### src/logic/aspc_pkg.sv
`default_nettype none
package aspc_pkg;
	// ****************
	// Register map
	// ****************
	localparam logic [9:0] IDX_DATA = 10'h000;
	localparam logic [9:0] IDX_STAT = 10'h001;
	localparam logic [9:0] IDX_MASK = 10'h002;
	localparam logic [9:0] IDX_FMT = 10'h0a9;
	localparam int ST_RXD = 0;
	localparam int ST_TXD = 1;
	localparam int ST_RXX = 2;
	localparam int ST_TBX = 3;
	localparam int ST_REN = 4;
	localparam int ST_OVR = 5;
	localparam int ST_THRE = 6;
	localparam int ST_PERR = 7;
	localparam logic [7:0] W1C_MASK = 8'ha3;
	localparam int F_SBL = 0;
	localparam int F_XBE = 1;
	localparam int F_DL = 2;
	localparam int F_PE = 4;
	localparam int F_PT = 5;
	localparam int F_MCE = 7;
	localparam logic [7:0] FMT_RST = 8'h0c;
	localparam logic [7:0] MASK_RST = 8'h00;
	// ****************
	// Bit timing, in baud ticks minus one, and receive FIFO full count
	// ****************
	localparam logic [4:0] BIT_LAST = 5'h0f;
	localparam logic [4:0] MID_TICK = 5'h07;
	localparam logic [4:0] STOP2_LAST = 5'h1f;
	localparam logic [4:0] STOP15_LAST = 5'h17;
	localparam logic [1:0] FIFO_LAST = 2'h3;
	typedef enum logic [2:0] {TX_IDLE, TX_START, TX_DATA, TX_XBIT, TX_STOP} aspc_tx_st_t;
	typedef enum logic [1:0] {RX_IDLE, RX_START, RX_DATA, RX_STOP} aspc_rx_st_t;
	function automatic logic [3:0] aspc_nbits(input logic [1:0] dl);
		return 4'h5 + {2'h0, dl};
	endfunction : aspc_nbits
	function automatic logic [7:0] aspc_dmask(input logic [1:0] dl);
		return 8'hff >> (2'h3 - dl);
	endfunction : aspc_dmask
	function automatic logic aspc_par(input logic [7:0] d, input logic [1:0] pt);
		case (pt)
			2'h0: return ~^d;
			2'h1: return ^d;
			2'h2: return 1'b1;
			default: return 1'b0;
		endcase
	endfunction : aspc_par
	function automatic logic [4:0] aspc_stop_last(input logic [7:0] f);
		if (!f[F_SBL]) return BIT_LAST;
		return (f[F_DL+:2] == 2'h0) ? STOP15_LAST : STOP2_LAST;
	endfunction : aspc_stop_last
endpackage : aspc_pkg
`default_nettype wire

### src/logic/aspc_tx_if.sv
`timescale 1ns/1ps
`default_nettype none
interface aspc_tx_if;
	logic ld;
	logic [7:0] data;
	logic xbit;
	logic [7:0] fmt;
	logic hold_empty;
	logic done;
	modport tx (input ld, input data, input xbit, input fmt, output hold_empty, output done);
	modport ctl (output ld, output data, output xbit, output fmt, input hold_empty, input done);
endinterface : aspc_tx_if
`default_nettype wire

### src/logic/aspc_tx.sv
`timescale 1ns/1ps
`default_nettype none
module aspc_tx import aspc_pkg::*; (
	// Clock and reset
	input wire logic hclk,
	input wire logic hresetn,
	// Bit timing
	input wire logic baud_tick,
	// Control side
	aspc_tx_if.tx txp,
	// Line
	output logic serial_out_line
);
	aspc_tx_st_t st_r, st_nxt;
	logic [7:0] hold_r, hold_nxt, sh_r, sh_nxt, cfg_r, cfg_nxt;
	logic hfull_r, hfull_nxt, hx_r, hx_nxt, xb_r, xb_nxt;
	logic out_r, out_nxt, done_r, done_nxt;
	logic [4:0] cnt_r, cnt_nxt;
	logic [2:0] idx_r, idx_nxt;
	logic [3:0] nb;
	logic has_x, tick_end;

	assign nb = aspc_nbits(cfg_r[F_DL+:2]);
	assign has_x = cfg_r[F_PE] | cfg_r[F_XBE];
	assign tick_end = baud_tick && (cnt_r == ((st_r == TX_STOP) ? aspc_stop_last(cfg_r) : BIT_LAST));
	assign serial_out_line = out_r;
	assign txp.hold_empty = !hfull_r;
	assign txp.done = done_r;

	always_comb begin
		st_nxt = st_r;
		hold_nxt = hold_r;
		hfull_nxt = hfull_r;
		hx_nxt = hx_r;
		sh_nxt = sh_r;
		cfg_nxt = cfg_r;
		xb_nxt = xb_r;
		out_nxt = out_r;
		cnt_nxt = (baud_tick && !tick_end) ? cnt_r + 5'h01 : cnt_r;
		idx_nxt = idx_r;
		done_nxt = 1'b0;
		// load holding
		// A write into a full holding register is dropped, so the line never hangs
		if (txp.ld && !hfull_r) begin
			hold_nxt = txp.data;
			hx_nxt = txp.xbit;
			hfull_nxt = 1'b1;
		end
		case (st_r)
			TX_IDLE: begin
				// start when idle
				if (hfull_r) begin
					hfull_nxt = 1'b0;
					cfg_nxt = txp.fmt;
					sh_nxt = hold_r & aspc_dmask(txp.fmt[F_DL+:2]);
					// extra bit value
					xb_nxt = txp.fmt[F_PE] ?
						aspc_par(hold_r & aspc_dmask(txp.fmt[F_DL+:2]), txp.fmt[F_PT+:2]) : hx_r;
					// start bit low
					out_nxt = 1'b0;
					cnt_nxt = 5'h00;
					st_nxt = TX_START;
				end
			end
			TX_START: if (tick_end) begin
				cnt_nxt = 5'h00;
				idx_nxt = 3'h0;
				out_nxt = sh_r[0];
				st_nxt = TX_DATA;
			end
			TX_DATA: if (tick_end) begin
				cnt_nxt = 5'h00;
				// data length
				if ({1'b0, idx_r} == nb - 4'h1) begin
					out_nxt = has_x ? xb_r : 1'b1;
					done_nxt = !has_x;
					st_nxt = has_x ? TX_XBIT : TX_STOP;
				end else begin
					sh_nxt = sh_r >> 1;
					out_nxt = sh_r[1];
					idx_nxt = idx_r + 3'h1;
				end
			end
			TX_XBIT: if (tick_end) begin
				cnt_nxt = 5'h00;
				out_nxt = 1'b1;
				// done at stop start
				done_nxt = 1'b1;
				st_nxt = TX_STOP;
			end
			TX_STOP: begin
				// stop length
				if (tick_end) begin
					cnt_nxt = 5'h00;
					st_nxt = TX_IDLE;
				end
			end
			default: st_nxt = TX_IDLE;
		endcase
	end

	always_ff @(posedge hclk or negedge hresetn) begin
		if (!hresetn) begin
			st_r <= TX_IDLE;
			hold_r <= 8'h00;
			hfull_r <= 1'b0;
			hx_r <= 1'b0;
			sh_r <= 8'h00;
			cfg_r <= FMT_RST;
			xb_r <= 1'b0;
			out_r <= 1'b1;
			cnt_r <= 5'h00;
			idx_r <= 3'h0;
			done_r <= 1'b0;
		end else begin
			st_r <= st_nxt;
			hold_r <= hold_nxt;
			hfull_r <= hfull_nxt;
			hx_r <= hx_nxt;
			sh_r <= sh_nxt;
			cfg_r <= cfg_nxt;
			xb_r <= xb_nxt;
			out_r <= out_nxt;
			cnt_r <= cnt_nxt;
			idx_r <= idx_nxt;
			done_r <= done_nxt;
		end
	end
endmodule : aspc_tx
`default_nettype wire

### src/logic/aspc_core.sv
`timescale 1ns/1ps
`default_nettype none
// Functional notes
// Software: two nodes keep qualifier off; multi-drop sets qualifier and extra bit.
// Data write fills holding register, clears empty flag; sent when idle.
// Transmit done flag sets at stop-bit start and can interrupt.
// Software must not write while holding full; poll transmit done flag.
// Extra bit on, parity off: send written extra bit after data.
// Parity on: append computed parity; extra bit function unavailable.
// Receiver accepts frames only while receive enable is one; code checks it only at frame start, so a frame under way still completes.
// Byte pushed into three-entry FIFO only if space and stops high.
// Byte completing into full FIFO is dropped and sets overrun.
// Frame with a low stop bit is not stored.
// Receive flag needs stop high; with qualifier also extra bit high.
// Parity type: 00 odd, 01 even, 10 mark, 11 space.
// Parity enable switches both generation and checking.
// Length 5 to 8 bits; long stop is two, or 1.5 at five.
// Short stop setting gives exactly one stop-bit period.
// Low start, data LSB first, optional extra bit, high stops.
// Timing from external baud tick; receiver samples mid-bit.
module aspc_core import aspc_pkg::*; (
	// Clock and reset
	input wire logic hclk,
	input wire logic hresetn,
	// AHB-Lite slave
	input wire logic hsel,
	input wire logic [31:0] haddr,
	input wire logic [1:0] htrans,
	input wire logic hwrite,
	input wire logic [2:0] hsize,
	input wire logic [31:0] hwdata,
	input wire logic hready,
	output logic hreadyout,
	output logic hresp,
	output logic [31:0] hrdata,
	// Bit timing, 16 ticks per bit
	input wire logic baud_tick,
	// Serial lines
	input wire logic serial_in_line,
	output logic serial_out_line,
	// Interrupt
	output logic irq
);
	aspc_tx_if txi();

	// ****************
	// Bus slave
	// ****************
	logic awr_r, awr_nxt, ard_r, ard_nxt;
	logic [9:0] aidx_r, aidx_nxt;
	logic [31:0] hrdata_r, hrdata_nxt;
	logic take;
	logic [7:0] stat_view;

	// Reads take one wait state so read data leaves a flop
	assign take = hsel && htrans[1] && hready;
	assign hreadyout = !ard_r;
	assign hresp = 1'b0;
	assign hrdata = hrdata_r;

	function automatic logic hit(input logic [9:0] a, input logic [9:0] idx);
		return a == idx;
	endfunction : hit

	// ****************
	// Register state and receive FIFO
	// ****************
	logic [7:0] fmt_r, fmt_nxt, mask_r, mask_nxt, flg_r, flg_nxt, ev, clr;
	logic ren_r, ren_nxt, tbx_r, tbx_nxt, rxx_r, rxx_nxt;
	logic [7:0] mem_r [3];
	logic [7:0] mem_nxt [3];
	logic [1:0] wp_r, wp_nxt, rp_r, rp_nxt, fcnt_r, fcnt_nxt;
	logic push, pop, full, wr_stat;

	// ****************
	// Receiver
	// ****************
	aspc_rx_st_t rst_r, rst_nxt;
	logic rxs1_r, rxs2_r;
	logic [4:0] rcnt_r, rcnt_nxt;
	logic [3:0] ridx_r, ridx_nxt, rnb, rtot;
	logic [8:0] rsh_r, rsh_nxt;
	logic [7:0] rcfg_r, rcfg_nxt, rx_data;
	logic rstp_r, rstp_nxt, rok_r, rok_nxt, rx_two, rx_end, rx_good, rx_xbit, perr;

	always_comb begin
		awr_nxt = take && hwrite;
		ard_nxt = take && !hwrite;
		aidx_nxt = take ? haddr[11:2] : aidx_r;
		hrdata_nxt = hrdata_r;
		if (ard_r) begin
			case (aidx_r)
				IDX_DATA: hrdata_nxt = {24'h0000_00, mem_r[rp_r]};
				IDX_STAT: hrdata_nxt = {24'h0000_00, stat_view};
				IDX_MASK: hrdata_nxt = {24'h0000_00, mask_r};
				IDX_FMT: hrdata_nxt = {24'h0000_00, fmt_r};
				default: hrdata_nxt = 32'h0000_0000;
			endcase
		end
	end

	always_ff @(posedge hclk or negedge hresetn) begin
		if (!hresetn) begin
			awr_r <= 1'b0;
			ard_r <= 1'b0;
			aidx_r <= 10'h000;
			hrdata_r <= 32'h0000_0000;
		end else begin
			awr_r <= awr_nxt;
			ard_r <= ard_nxt;
			aidx_r <= aidx_nxt;
			hrdata_r <= hrdata_nxt;
		end
	end

	always_comb begin
		stat_view = flg_r;
		stat_view[ST_RXX] = rxx_r;
		stat_view[ST_TBX] = tbx_r;
		stat_view[ST_REN] = ren_r;
		stat_view[ST_THRE] = txi.hold_empty;
	end

	// data write loads transmitter
	assign txi.ld = awr_r && hit(aidx_r, IDX_DATA);
	assign txi.data = hwdata[7:0];
	assign txi.xbit = tbx_r;
	assign txi.fmt = fmt_r;

	aspc_tx u_tx (
		.hclk(hclk),
		.hresetn(hresetn),
		.baud_tick(baud_tick),
		.txp(txi.tx),
		.serial_out_line(serial_out_line)
	);

	assign wr_stat = awr_r && hit(aidx_r, IDX_STAT);
	assign full = fcnt_r == FIFO_LAST;
	assign pop = ard_r && hit(aidx_r, IDX_DATA) && fcnt_r != 2'h0;
	// push only good frames with space
	assign push = rx_end && rx_good && !full;
	assign irq = |(flg_r & mask_r);

	always_comb begin
		fmt_nxt = fmt_r;
		mask_nxt = mask_r;
		ren_nxt = ren_r;
		tbx_nxt = tbx_r;
		rxx_nxt = rxx_r;
		wp_nxt = wp_r;
		rp_nxt = rp_r;
		fcnt_nxt = fcnt_r;
		mem_nxt = mem_r;
		ev = 8'h00;
		clr = wr_stat ? hwdata[7:0] : 8'h00;
		if (awr_r && hit(aidx_r, IDX_FMT)) fmt_nxt = hwdata[7:0];
		if (awr_r && hit(aidx_r, IDX_MASK)) mask_nxt = hwdata[7:0] & W1C_MASK;
		if (wr_stat) begin
			ren_nxt = hwdata[ST_REN];
			tbx_nxt = hwdata[ST_TBX];
		end
		for (int i = 0; i < 3; i++) begin
			if (push && wp_r == i[1:0]) mem_nxt[i] = rx_data;
		end
		if (push) begin
			wp_nxt = (wp_r == 2'h2) ? 2'h0 : wp_r + 2'h1;
			rxx_nxt = rx_xbit;
		end
		if (pop) rp_nxt = (rp_r == 2'h2) ? 2'h0 : rp_r + 2'h1;
		fcnt_nxt = fcnt_r + {1'b0, push} - {1'b0, pop};
		// qualified receive flag
		ev[ST_RXD] = push && (!rcfg_r[F_MCE] || rx_xbit);
		// transmit done event
		ev[ST_TXD] = txi.done;
		// overrun when full
		ev[ST_OVR] = rx_end && full;
		ev[ST_PERR] = perr;
		// A flag set in the same cycle as its clear stays set
		flg_nxt = ((flg_r & ~clr) | ev) & W1C_MASK;
	end

	always_ff @(posedge hclk or negedge hresetn) begin
		if (!hresetn) begin
			fmt_r <= FMT_RST;
			mask_r <= MASK_RST;
			flg_r <= 8'h00;
			ren_r <= 1'b0;
			tbx_r <= 1'b0;
			rxx_r <= 1'b0;
			wp_r <= 2'h0;
			rp_r <= 2'h0;
			fcnt_r <= 2'h0;
			mem_r <= '{default: 8'h00};
		end else begin
			fmt_r <= fmt_nxt;
			mask_r <= mask_nxt;
			flg_r <= flg_nxt;
			ren_r <= ren_nxt;
			tbx_r <= tbx_nxt;
			rxx_r <= rxx_nxt;
			wp_r <= wp_nxt;
			rp_r <= rp_nxt;
			fcnt_r <= fcnt_nxt;
			mem_r <= mem_nxt;
		end
	end

	assign rnb = aspc_nbits(rcfg_r[F_DL+:2]);
	assign rtot = rnb + {3'h0, rcfg_r[F_PE] | rcfg_r[F_XBE]};
	assign rx_two = rcfg_r[F_SBL] && rcfg_r[F_DL+:2] != 2'h0;
	assign rx_data = rsh_r[7:0] & aspc_dmask(rcfg_r[F_DL+:2]);
	assign rx_xbit = rsh_r[rnb];
	assign rx_good = rok_r && rxs2_r;
	// parity check
	assign perr = rx_end && rx_good && rcfg_r[F_PE] &&
		(rx_xbit != aspc_par(rx_data, rcfg_r[F_PT+:2]));

	always_comb begin
		rst_nxt = rst_r;
		rcnt_nxt = (baud_tick && rcnt_r != BIT_LAST) ? rcnt_r + 5'h01 : rcnt_r;
		ridx_nxt = ridx_r;
		rsh_nxt = rsh_r;
		rcfg_nxt = rcfg_r;
		rstp_nxt = rstp_r;
		rok_nxt = rok_r;
		rx_end = 1'b0;
		case (rst_r)
			RX_IDLE: begin
				rcnt_nxt = 5'h00;
				// only when enabled
				if (ren_r && !rxs2_r) begin
					rcfg_nxt = fmt_r;
					rsh_nxt = 9'h000;
					rst_nxt = RX_START;
				end
			end
			// confirm start at mid-bit
			RX_START: if (baud_tick && rcnt_r == MID_TICK) begin
				rcnt_nxt = 5'h00;
				ridx_nxt = 4'h0;
				rst_nxt = rxs2_r ? RX_IDLE : RX_DATA;
			end
			RX_DATA: if (baud_tick && rcnt_r == BIT_LAST) begin
				rcnt_nxt = 5'h00;
				rsh_nxt[ridx_r] = rxs2_r;
				ridx_nxt = ridx_r + 4'h1;
				// data plus extra bit count
				if (ridx_r == rtot - 4'h1) begin
					rstp_nxt = 1'b0;
					rok_nxt = 1'b1;
					rst_nxt = RX_STOP;
				end
			end
			RX_STOP: if (baud_tick && rcnt_r == BIT_LAST) begin
				rcnt_nxt = 5'h00;
				rok_nxt = rx_good;
				// every stop sampled
				if (rstp_r == rx_two) begin
					rx_end = 1'b1;
					rst_nxt = RX_IDLE;
				end else begin
					rstp_nxt = 1'b1;
				end
			end
			default: rst_nxt = RX_IDLE;
		endcase
	end

	always_ff @(posedge hclk or negedge hresetn) begin
		if (!hresetn) begin
			rxs1_r <= 1'b1;
			rxs2_r <= 1'b1;
			rst_r <= RX_IDLE;
			rcnt_r <= 5'h00;
			ridx_r <= 4'h0;
			rsh_r <= 9'h000;
			rcfg_r <= FMT_RST;
			rstp_r <= 1'b0;
			rok_r <= 1'b0;
		end else begin
			rxs1_r <= serial_in_line;
			rxs2_r <= rxs1_r;
			rst_r <= rst_nxt;
			rcnt_r <= rcnt_nxt;
			ridx_r <= ridx_nxt;
			rsh_r <= rsh_nxt;
			rcfg_r <= rcfg_nxt;
			rstp_r <= rstp_nxt;
			rok_r <= rok_nxt;
		end
	end
endmodule : aspc_core
`default_nettype wire

### config.mk
export PLATFORM = sky130hd
export DESIGN_NAME = aspc_core
export DESIGN_NICKNAME = d
export VERILOG_FILES = /design/src/logic/aspc_pkg.sv /design/src/logic/aspc_tx_if.sv /design/src/logic/aspc_tx.sv /design/src/logic/aspc_core.sv
export SDC_FILE = /design/constraint.sdc
export NUM_CORES = 1
export LEC_CHECK = 0
export BUFFER_PORTS_ARGS = -buffer_cell sky130_fd_sc_hd__buf_2
export CORE_ASPECT_RATIO = 0.5
export CORE_MARGIN = 2
export CORE_UTILIZATION = 30
export DETAILED_ROUTE_END_ITERATION = 16
export GPL_ROUTABILITY_DRIVEN = 0
export PLACE_DENSITY = 0.6
export SLEW_MARGIN = 20
export SYNTH_ARGS = -nofsm -noshare
export SYNTH_HDL_FRONTEND = slang
export SYNTH_HIERARCHICAL = 1
export SYNTH_SLANG_ARGS = --single-unit
export TNS_END_PERCENT = 5
### constraint.sdc
create_clock -name hclk -period 2.71 [get_ports hclk]
set_input_delay 0.4065 -clock hclk [delete_from_list [all_inputs] [get_ports hclk]]
set_output_delay 0.4065 -clock hclk [all_outputs]
set_load 0.02 [all_outputs]
* Word-level counts from Yosys, hierarchy flattened *
Index checks and enable logic that the tools add are counted.

word-level totals
  input port bits = 76
  register bits = 162
  word-level logic and storage cells = 258
  output and inout bits = 36

operators by class
  $lt $le $gt $ge = 4
  equality and inequality tests = 40
  multiplexer cells = 81
  $add $sub $neg = 15
  shift-type cells = 2
  bitwise operators = 9
  reduce and logical (&&, ||, !) cells = 71

operator list
  kind                                                    count
  two-way mux 8 bit                                       6
  two-way mux 5 bit                                       8
  AND 8 bit                                               4
  one-hot mux 8 bit (4 select lines)                      1
  logical AND 1 bit                                       29
  two-way mux 3 bit                                       9
  two-way mux 1 bit                                       25
  two-way mux 2 bit                                       9
  two-way mux 9 bit                                       2
  one-hot mux 9 bit (2 select lines)                      1
  binary-select mux 8 bit (select 2 bit)                  1
  inequality test 2 bit (second input constant)           8
  one-hot mux 8 bit (2 select lines)                      1
  XNOR reduction 8 bit                                    2
  XOR reduction 8 bit                                     2
  >> shifter 8 x 2 -> 8 bit (first input constant)        2
  one-hot mux 3 bit (5 select lines)                      1
  one-hot mux 5 bit (3 select lines)                      1
  equality test 2 bit (second input constant)             7
  nonzero test 2 bit                                      7
  two-way mux 4 bit                                       3
  inequality test 2 x 1 -> 1 bit (second input constant)  6
  AND reduction 4 bit                                     3
  AND reduction 6 bit                                     2
  54 further kinds                                        82

* Logic depth before layout (Yosys ltp) *
Gate-level depths: netlist of the first run.

  word-level depth = 11
  gate-level depth with buffers = 12
  depth with buffers taken out = 11

* By module *
The synthesis of the first run kept the hierarchy.

modules (own cells, without submodules)
  module     cells each  sequential area each (um2)  area an instance (um2)  instances
  aspc_core  443         2534.9                      5159.9                  1
  aspc_tx    178         929.6                       1845.5                  1

* Worst setup path before layout of the first run *
OpenSTA, ideal clock, no wires.

  path kind = flip-flop to flip-flop
  from = register aidx_r[4]
  to = register u_tx.hold_r[0]
  clock period less this slack = 2.624 ns
  setup time = 0.125 ns
  setup slack = 0.086 ns
  data required time = 2.585 ns
  arrival time = 2.499 ns
  cell stages (with the launch flop) = 8
  buffers on the path = 1
  cells stage by stage = dfrtp_1 -> or4_4 -> or2_2 -> nor3b_4 -> and2_1 -> nor2b_1 -> clkbuf_1 -> mux2_2

between the ends
  word-level cells in the longest chain between the ends = 3

RTL lines
  element                 line              source
  start, declared         aspc_core.sv:50   logic [9:0] aidx_r, aidx_nxt;
  start signal, assigned  aspc_core.sv:111  aidx_r <= aidx_nxt;
  zero test 10 bit        aspc_core.sv:62   return a == idx;
  logical AND 1 bit       aspc_core.sv:125  assign txi.ld = awr_r && hit(aidx_r, IDX_DATA);
  via txi.ld              aspc_tx_if.sv:4   logic ld;
  logical AND 1 bit       aspc_tx.sv:44     if (txp.ld && !hfull_r) begin
  end signal, assigned    aspc_tx.sv:117    hold_r <= hold_nxt;
  end, declared           aspc_tx.sv:15     logic [7:0] hold_r, hold_nxt, sh_r, sh_nxt, cfg_r, cfg_nxt;

The timed path passes the listed nets, and every way through them passes these cells.
A chain may end at the register's enable or synchronous reset.

* Worst setup path after layout of the first run *
  from = register rcnt_r[0]
  to = register mem_r[14] in the netlist's numbering

between the ends
  word-level cells in the longest chain between the ends = 7

RTL lines
  element                         line              source
  start, declared                 aspc_core.sv:80   logic [4:0] rcnt_r, rcnt_nxt;
  start signal, assigned          aspc_core.sv:285  rcnt_r <= rcnt_nxt;
  equality test 5 x 4 -> 1 bit    aspc_core.sv:255  RX_STOP: if (baud_tick && rcnt_r == BIT_LAST) begin
  logical AND 1 bit               aspc_core.sv:255
  two-way mux 1 bit               aspc_core.sv:255
  two-way mux 1 bit               aspc_core.sv:228  case (rst_r)
  logical AND 1 bit (2 in a row)  aspc_core.sv:142  assign push = rx_end && rx_good && !full;
  logical AND 1 bit               aspc_core.sv:164  if (push && wp_r == i[1:0]) mem_nxt[i] = rx_data;
  end signal, assigned            aspc_core.sv:205  mem_r <= mem_nxt;
  end, declared                   aspc_core.sv:70   logic [7:0] mem_r [3];

No other way between the ends.

==> results.sh, run 1 <==
export IMPL_cap_violations=0
export IMPL_outcome="finished, final reports clean"
export IMPL_worst_slew_margin_rel=0.556
export IMPL_power_density_nw_per_um2=715
export IMPL_ys_async_sr_fraction=1.00
export IMPL_post_dp_hpwl_mm=10.5
export IMPL_grt_usage=0.129
export IMPL_grt_pass1_wl_mm=25.2
export IMPL_synth_flop_cell="dfrtp_1"
export IMPL_period_needed_ps=2620
export IMPL_place_area_um2=7510
export IMPL_vias_per_cell=4.77
export IMPL_dr_pass1_iters=4
export IMPL_synth_area_leaders="dfrtp_1 (46%), mux2_2 (7.1%), nand2_1 (4.4%), mux2_4 (3.4%), dfstp_2 (3.4%)"
export IMPL_synth_area_leader_cell="dfrtp_1"
export IMPL_peakVddDrop_mv=0.419
export IMPL_worst_clock_skew_ps=10.8
export IMPL_wl_per_cell_um=15.2
export IMPL_synth_edf_count=0
export IMPL_power_leakage_nw=3.89
export IMPL_hold_start="serial_in_line"
export IMPL_worstSetupStartpoint="rcnt_r[0]$_DFF_PN0_"
export IMPL_synth_most_common_cell="dfrtp_1"
export IMPL_synth_cells=621
export IMPL_grt_busiest_layer="met2"
export IMPL_hold_violations=0
export IMPL_synth_top_cells_by_count="dfrtp_1 (129), nand2_1 (82), mux2_2 (44), nor2_1 (27), o21ai_0 (27)"
export IMPL_num_fill_cells=2229
export IMPL_holdCritPathClass="in2reg"
export IMPL_yosysUniqueCellTypes=85
export IMPL_drv_slew=0
export IMPL_die_width_um=220
export IMPL_critical_path_buf_inv_count=1
export IMPL_coreArea_um2=22900
export IMPL_layout_nets=765
export IMPL_regToRegStartpoint="rcnt_r[0]$_DFF_PN0_"
export IMPL_cp_required_ps=3010
export IMPL_synthToLayoutAreaGrowth_pct=16.1
export IMPL_power_total_mw=5.82
export IMPL_wl_mm=15.1
export IMPL_ys_ff_latch=138
export IMPL_drtAntennaViolNets=0
export IMPL_finalSetupViolations=0
export IMPL_grt_pass1_vias=4801
export IMPL_cts_buffers_inserted=17
export IMPL_antenna_found_initial=0
export IMPL_seq_area_um2=3460
export IMPL_met1_usage=0.176
export IMPL_final_util=0.355
export IMPL_start_util=0.306
export IMPL_antenna_cells=0
export IMPL_use_met2=0.204
export IMPL_dieArea_um2=24700
export IMPL_period_share=0.965
export IMPL_ys_seq_area_frac=0.495
export IMPL_ios=112
export IMPL_cts_root_buf="clkbuf_16"
export IMPL_drtIter0Drc=216
export IMPL_htree_num_levels=4
export IMPL_worst_path_max_delay_cell="or3b_4"
export IMPL_worst_path_largest_cell_delay_ps=450
export IMPL_worstPathArrival_ps=2920
export IMPL_max_freq_mhz=382
export IMPL_yosys_area_top_type_share=0.461
export IMPL_rows=39
export IMPL_reg2reg_slack_ps=90
export IMPL_vias=4739
export IMPL_grt_max_degree=58
export IMPL_start_kind="flop"
export IMPL_path_class="reg2reg"
export IMPL_syn_area_um2=7010
export IMPL_cts_sinks=138
export IMPL_fp_dieH_um=112
export IMPL_use_met3=0.0325
export IMPL_critPathCaptureType="flop"
export IMPL_critPathMaxFanout=8
export IMPL_design_area_um2=8130
export IMPL_worstPathCellList="ha_2, and3_1, ha_1, and3_4, nand2_4, a2111o_1, or3b_4, buf_6, mux2_4"
export IMPL_cts_buffer_depth=2
export IMPL_cts_tree="yes"
export IMPL_route_detailed_drc=0
export IMPL_multiInputGateArea_um2=3270
export IMPL_postSynthAreaPerCell_um2=11.3
export IMPL_worst_slew_pin_slew_ps=664
export IMPL_crit_family="simple AND/OR/NAND/NOR gates"
export IMPL_ys_warn_count=6
export IMPL_layout_drive_gt1_share=0.263
export IMPL_grt_overflow=0
export IMPL_clkTransAtPathRegs_ps=60
export IMPL_insertion_delay_ps=420
export IMPL_port_buffers=36
## timing repair
action,4_1_cts,5_1_grt
setup endpoints to repair,0,17
gates resized for setup,0,4
hold buffers,1,0
buffers inserted,0,2
endpoints found under the hold margin,54,0
## routing by layer
layer / vias to the layer above / wire, um
li1: 2263 / -
met1: 2401 / 7370
met2: 65 / 7160
met3: 10 / 407
met4: 0 / 131
met5: - / 0
## per-stage QoR
step / instances / worst slack, ps / hold slack, ps / TNS, ps
after global placement: 959 / 71.4 / 347 / 0
after floorplan: 645 / 86.0 / 111 / 0
after global routing: 994 / -2.41 / 68.0 / -2.41
after detailed placement: 959 / 23.4 / 348 / 0
after CTS: 992 / 3.97 / 69.9 / 0
final: 994 / 94.6 / 90.3 / 0
## logic make-up (layout without fill, tap and decap cells)
logic type               Yosys count  after routing  synth area share
multiplexers                      80             80             0.135
AO/OA/AOI/OAI                    114            114             0.119
other                              1             25          0.000535
flip-flops                       138            138             0.495
buffers and inverters             66            108            0.0527
XOR/XNOR                          29             29            0.0413
adder cells (fa/ha/maj)           15             15            0.0268
AND/OR/NAND/NOR                  178            178             0.129
## power breakdown
| part | switching (mW) | total (mW) | internal [mW] |
|---|---|---|---|
| logic | 0.515 | 0.961 | 0.446 |
| clock network | 0.899 | 2.30 | 1.40 |
| registers | 0.249 | 2.56 | 2.31 |
| total | 1.66 | 5.82 | 4.15 |
## layout by cell type, fill, tap and decap left out, types with 10 or more instances in the layout
master and n:
a22oi_1 10, buf_2 35, buf_4 17, clkbuf_16 17
conb_1 25, dfrtp_1 129, ha_1 13, inv_1 19
mux2_2 44, mux2_4 16, mux2i_1 19, nand2_1 82
nor2_1 27, o21ai_0 27, xnor2_1 14, xor2_1 12
## flip-flops by register name, indices dropped and copies added (netlist names), 5 cells and up, named ones only
signal       flops
aidx_r          10
u_tx/hold_r      8
hrdata           8
u_tx/cnt_r       5
rcnt_r           5
u_tx/cfg_r       5
u_tx/sh_r        8
fmt_r            8
mem_r           24
rsh_r            9
rcfg_r           8
## worst reg2reg max path, stage by stage, from the launching register on
cell and delay [ps]:
dfrtp_1 360, ha_2 190, and3_1 160, ha_1 150, and3_4 230, nand2_4 70
a2111o_1 430, or3b_4 450, buf_6 160, mux2_4 300
## path summary, 6_finish.rpt
path	endpoint	depth (start not counted)
worst max-delay path	mem_r[14]$_DFFE_PN0P_	9
worst min-delay path	rxs1_r$_DFF_PN1_	1
worst max register to register	mem_r[14]$_DFFE_PN0P_	9
worst min register to register	rxs2_r$_DFF_PN1_	0
max in group asynchronous	fmt_r[3]$_DFFE_PN1P_	3
min in group asynchronous	u_tx/idx_r[0]$_DFFE_PN0P_	2
## area by class of cell
cell class | count | share of cell area
inverters | 20 | 0.00923
clock inverters | 11 | 0.0149
well taps | 307 | 0.0472
repair buffers | 56 | 0.0437
clock buffers | 21 | 0.0566
flip-flops and latches | 138 | 0.426
multi-input cells | 441 | 0.402
No activity file was read; power rests on OpenSTA's default activity.
==> run 2: changes to the inputs <==
--- a/config.mk
+++ b/config.mk
@@ -11,7 +11,8 @@
 export CORE_UTILIZATION = 30
 export DETAILED_ROUTE_END_ITERATION = 16
 export GPL_ROUTABILITY_DRIVEN = 0
-export PLACE_DENSITY = 0.6
+export GPL_TIMING_DRIVEN = 0
+export PLACE_DENSITY = 0.56
 export SLEW_MARGIN = 20
 export SYNTH_ARGS = -nofsm -noshare
 export SYNTH_HDL_FRONTEND = slang
==> constraint.sdc (replaced) <==
create_clock -name hclk -period 2.71 [get_ports hclk]
set_input_delay 0.1355 -clock hclk [delete_from_list [all_inputs] [get_ports hclk]]
set_output_delay 0.1355 -clock hclk [all_outputs]
set_load 0.02 [all_outputs]
==> results.sh, run 2 (same netlist as run 1, synthesis figures left out) <==
export IMPL_outcome="finished, final reports clean"
export IMPL_wl_mm=15.4
export IMPL_worst_slew_pin_slew_ps=712
export IMPL_cts_root_buf="clkbuf_16"
export IMPL_crit_family="flip-flops"
export IMPL_worstRegToRegCells=9
export IMPL_coreArea_um2=22900
export IMPL_grt_usage=0.133
export IMPL_vias=4846
export IMPL_internal_power_mw=4.41
export IMPL_worstSetupStartpoint="rcfg_r[2]$_DFFE_PN1P_"
export IMPL_cts_buffers_inserted=17
export IMPL_path_class="reg2reg"
export IMPL_hold_path_endpoint="ren_r$_DFFE_PN0N_"
export IMPL_max_freq_mhz=373
export IMPL_start_kind="flop"
export IMPL_synthToLayoutAreaGrowth_pct=22.5
export IMPL_vias_per_cell=4.66
export IMPL_worst_clock_skew_ps=8.27
export IMPL_min_path_cells=2
export IMPL_htree_num_levels=4
export IMPL_hold_start="hwdata[4]"
export IMPL_layout_common_cells="dfrtp_1 (129), nand2_1 (82), mux2_2 (44)"
export IMPL_power_frac_clock=0.415
export IMPL_final_common_cell="dfrtp_1"
export IMPL_layout_nets=811
export IMPL_die_width_um=220
export IMPL_rsz0062_at_grt="true"
export IMPL_peakVddDrop_mv=0.428
export IMPL_power_leakage_nw=4.10
export IMPL_largest_register="mem_r"
export IMPL_tns_ps=0
export IMPL_grt_pass1_vias=4901
export IMPL_wl_per_cell_um=14.8
export IMPL_design_area_um2=8580
export IMPL_drv_slew=0
export IMPL_grt_overflow=0
export IMPL_switchingPower_mw=1.65
export IMPL_layout_drive_gt1_share=0.277
export IMPL_rows=39
export IMPL_cap_violations=0
export IMPL_cts_sinks=138
export IMPL_drtAntennaViolNets=0
export IMPL_antenna_found_initial=0
export IMPL_place_area_um2=7700
export IMPL_reg_largest_list="mem_r x24, aidx_r x10, rsh_r x9"
export IMPL_grt_pass1_wl_mm=25.9
export IMPL_power_frac_comb=0.167
export IMPL_fin_cells=1039
export IMPL_largest_register_ff_count=24
export IMPL_insertion_delay_ps=420
export IMPL_dp_cells=989
export IMPL_port_buffers=36
export IMPL_dr_pass1_iters=4
export IMPL_cp_common_cell="buf_6"
export IMPL_clkTransAtPathRegs_ps=60
export IMPL_drtIter0Drc=189
export IMPL_cts_tree="yes"
export IMPL_start_util=0.306
export IMPL_ios=112
export IMPL_critical_path_buf_inv_count=3
export IMPL_fp_dieH_um=112
export IMPL_period_needed_ps=2680
export IMPL_period_share=0.990
export IMPL_regToRegStartpoint="rcfg_r[2]$_DFFE_PN1P_"
export IMPL_r2r_end="mem_r[6]$_DFFE_PN0P_"
export IMPL_cp_required_ps=3010
export IMPL_critPathCaptureType="flop"
export IMPL_grt_max_degree=73
export IMPL_worst_path_largest_cell_delay_ps=590
export IMPL_reg2reg_slack_ps=30
export IMPL_post_dp_hpwl_mm=10.7
export IMPL_route_detailed_drc=0
export IMPL_critPathMaxFanout=9
export IMPL_hold_violations=0
export IMPL_swShare=0.272
export IMPL_antenna_cells=0
export IMPL_worst_path_max_delay_cell="dfstp_2"
export IMPL_final_util=0.375
export IMPL_worstPathCellList="inv_1, ha_2, nor2b_4, xor2_2, a2111o_1, buf_6, or3b_4, buf_6, mux2_4"
export IMPL_dieArea_um2=24700
export IMPL_holdCritPathClass="in2reg"
export IMPL_seq_power_share=0.419
export IMPL_worst_slew_margin_rel=0.525
export IMPL_power_density_nw_per_um2=706
export IMPL_worstPathArrival_ps=2980
export IMPL_finalSetupViolations=0
export IMPL_cts_buffer_depth=2
==> run 2: cell types whose count changed in the layout (fill, tap and decap cells not counted), sizes merged <==
cell / delta
bufinv: +2
clkinv: -1
buf: +19
clkinvlp: -2
clkbuf: +11
dlygate4sd3: +16
==> run 2: routing by layer <==
layer  part of all wire  global-route usage
met3              0.033              0.0322
met4              0.010              0.0394
met2               0.47               0.216
met1               0.48               0.178
met5                  0                   0
==> run 2: layout make-up <==
cell class	count	area, um^2
multi-input combinational	441	3300
timing repair buffer	56	415
sequential	138	3460
clock inverter	10	165
clock buffer	21	480
buffer	46	295
inverter	20	75.1
fill	2244	14300
tap	307	384
==> run 2: power by group through the flow <==
stage	Sequential (mW)	Combinational, mW	Clock [mW]
2_1_floorplan	2.51	0.755	0
5_1_grt	2.58	1.14	2.67
6_report	2.54	1.01	2.51
3_3_place_gp	2.56	0.965	0
3_5_place_dp	2.56	0.994	0
4_1_cts	2.53	1.02	2.57
==> run 2: through the flow <==
| stage | hold WS, ps | total power, mW | setup slack (ps) |
|---|---|---|---|
| finish | 21.0 | 6.06 | 26.7 |
| global placement | 243 | 3.52 | -509 |
| detailed placement | 129 | 3.56 | -360 |
| floorplan | -160 | 3.27 | 86.0 |
| CTS | 2.15 | 6.13 | -4.12 |
| global route | 5.76 | 6.38 | -73.5 |
==> run 2: repair_timing <==
item / 4_1_cts / 5_1_grt
gates resized for setup: 6 / 4
setup endpoints to repair: 35 / 36
endpoints found under the hold margin: 85 / 0
hold buffers: 17 / 0
buffers inserted: 1 / 1
pin swaps: 1 / 3
==> run 2: worst reg2reg max path: cells and delay by family (launching register included) <==
family	cells	cell delay (ps)
AOI/OAI and AO/OA	1	420
adders and majority gates	1	220
xor gates and xnor gates	1	110
buffers and inverters	3	390
DFF	1	590
muxes	1	300
and+or+nand+nor	2	530
==> run 2: worst max-delay path by stage <==
stage               slack (ps)  cells past startpoint                          to
floorplan                   90                      7  u_tx/hold_r[0]$_DFFE_PN0P_
global placement          -510                      1       hrdata[7]$_DFFE_PN0P_
detailed placement        -360                      6  u_tx/hold_r[0]$_DFFE_PN0P_
CTS                         -4                     10        mem_r[5]$_DFFE_PN0P_
global route               -70                      9        mem_r[5]$_DFFE_PN0P_
finish                      30                      9        mem_r[6]$_DFFE_PN0P_
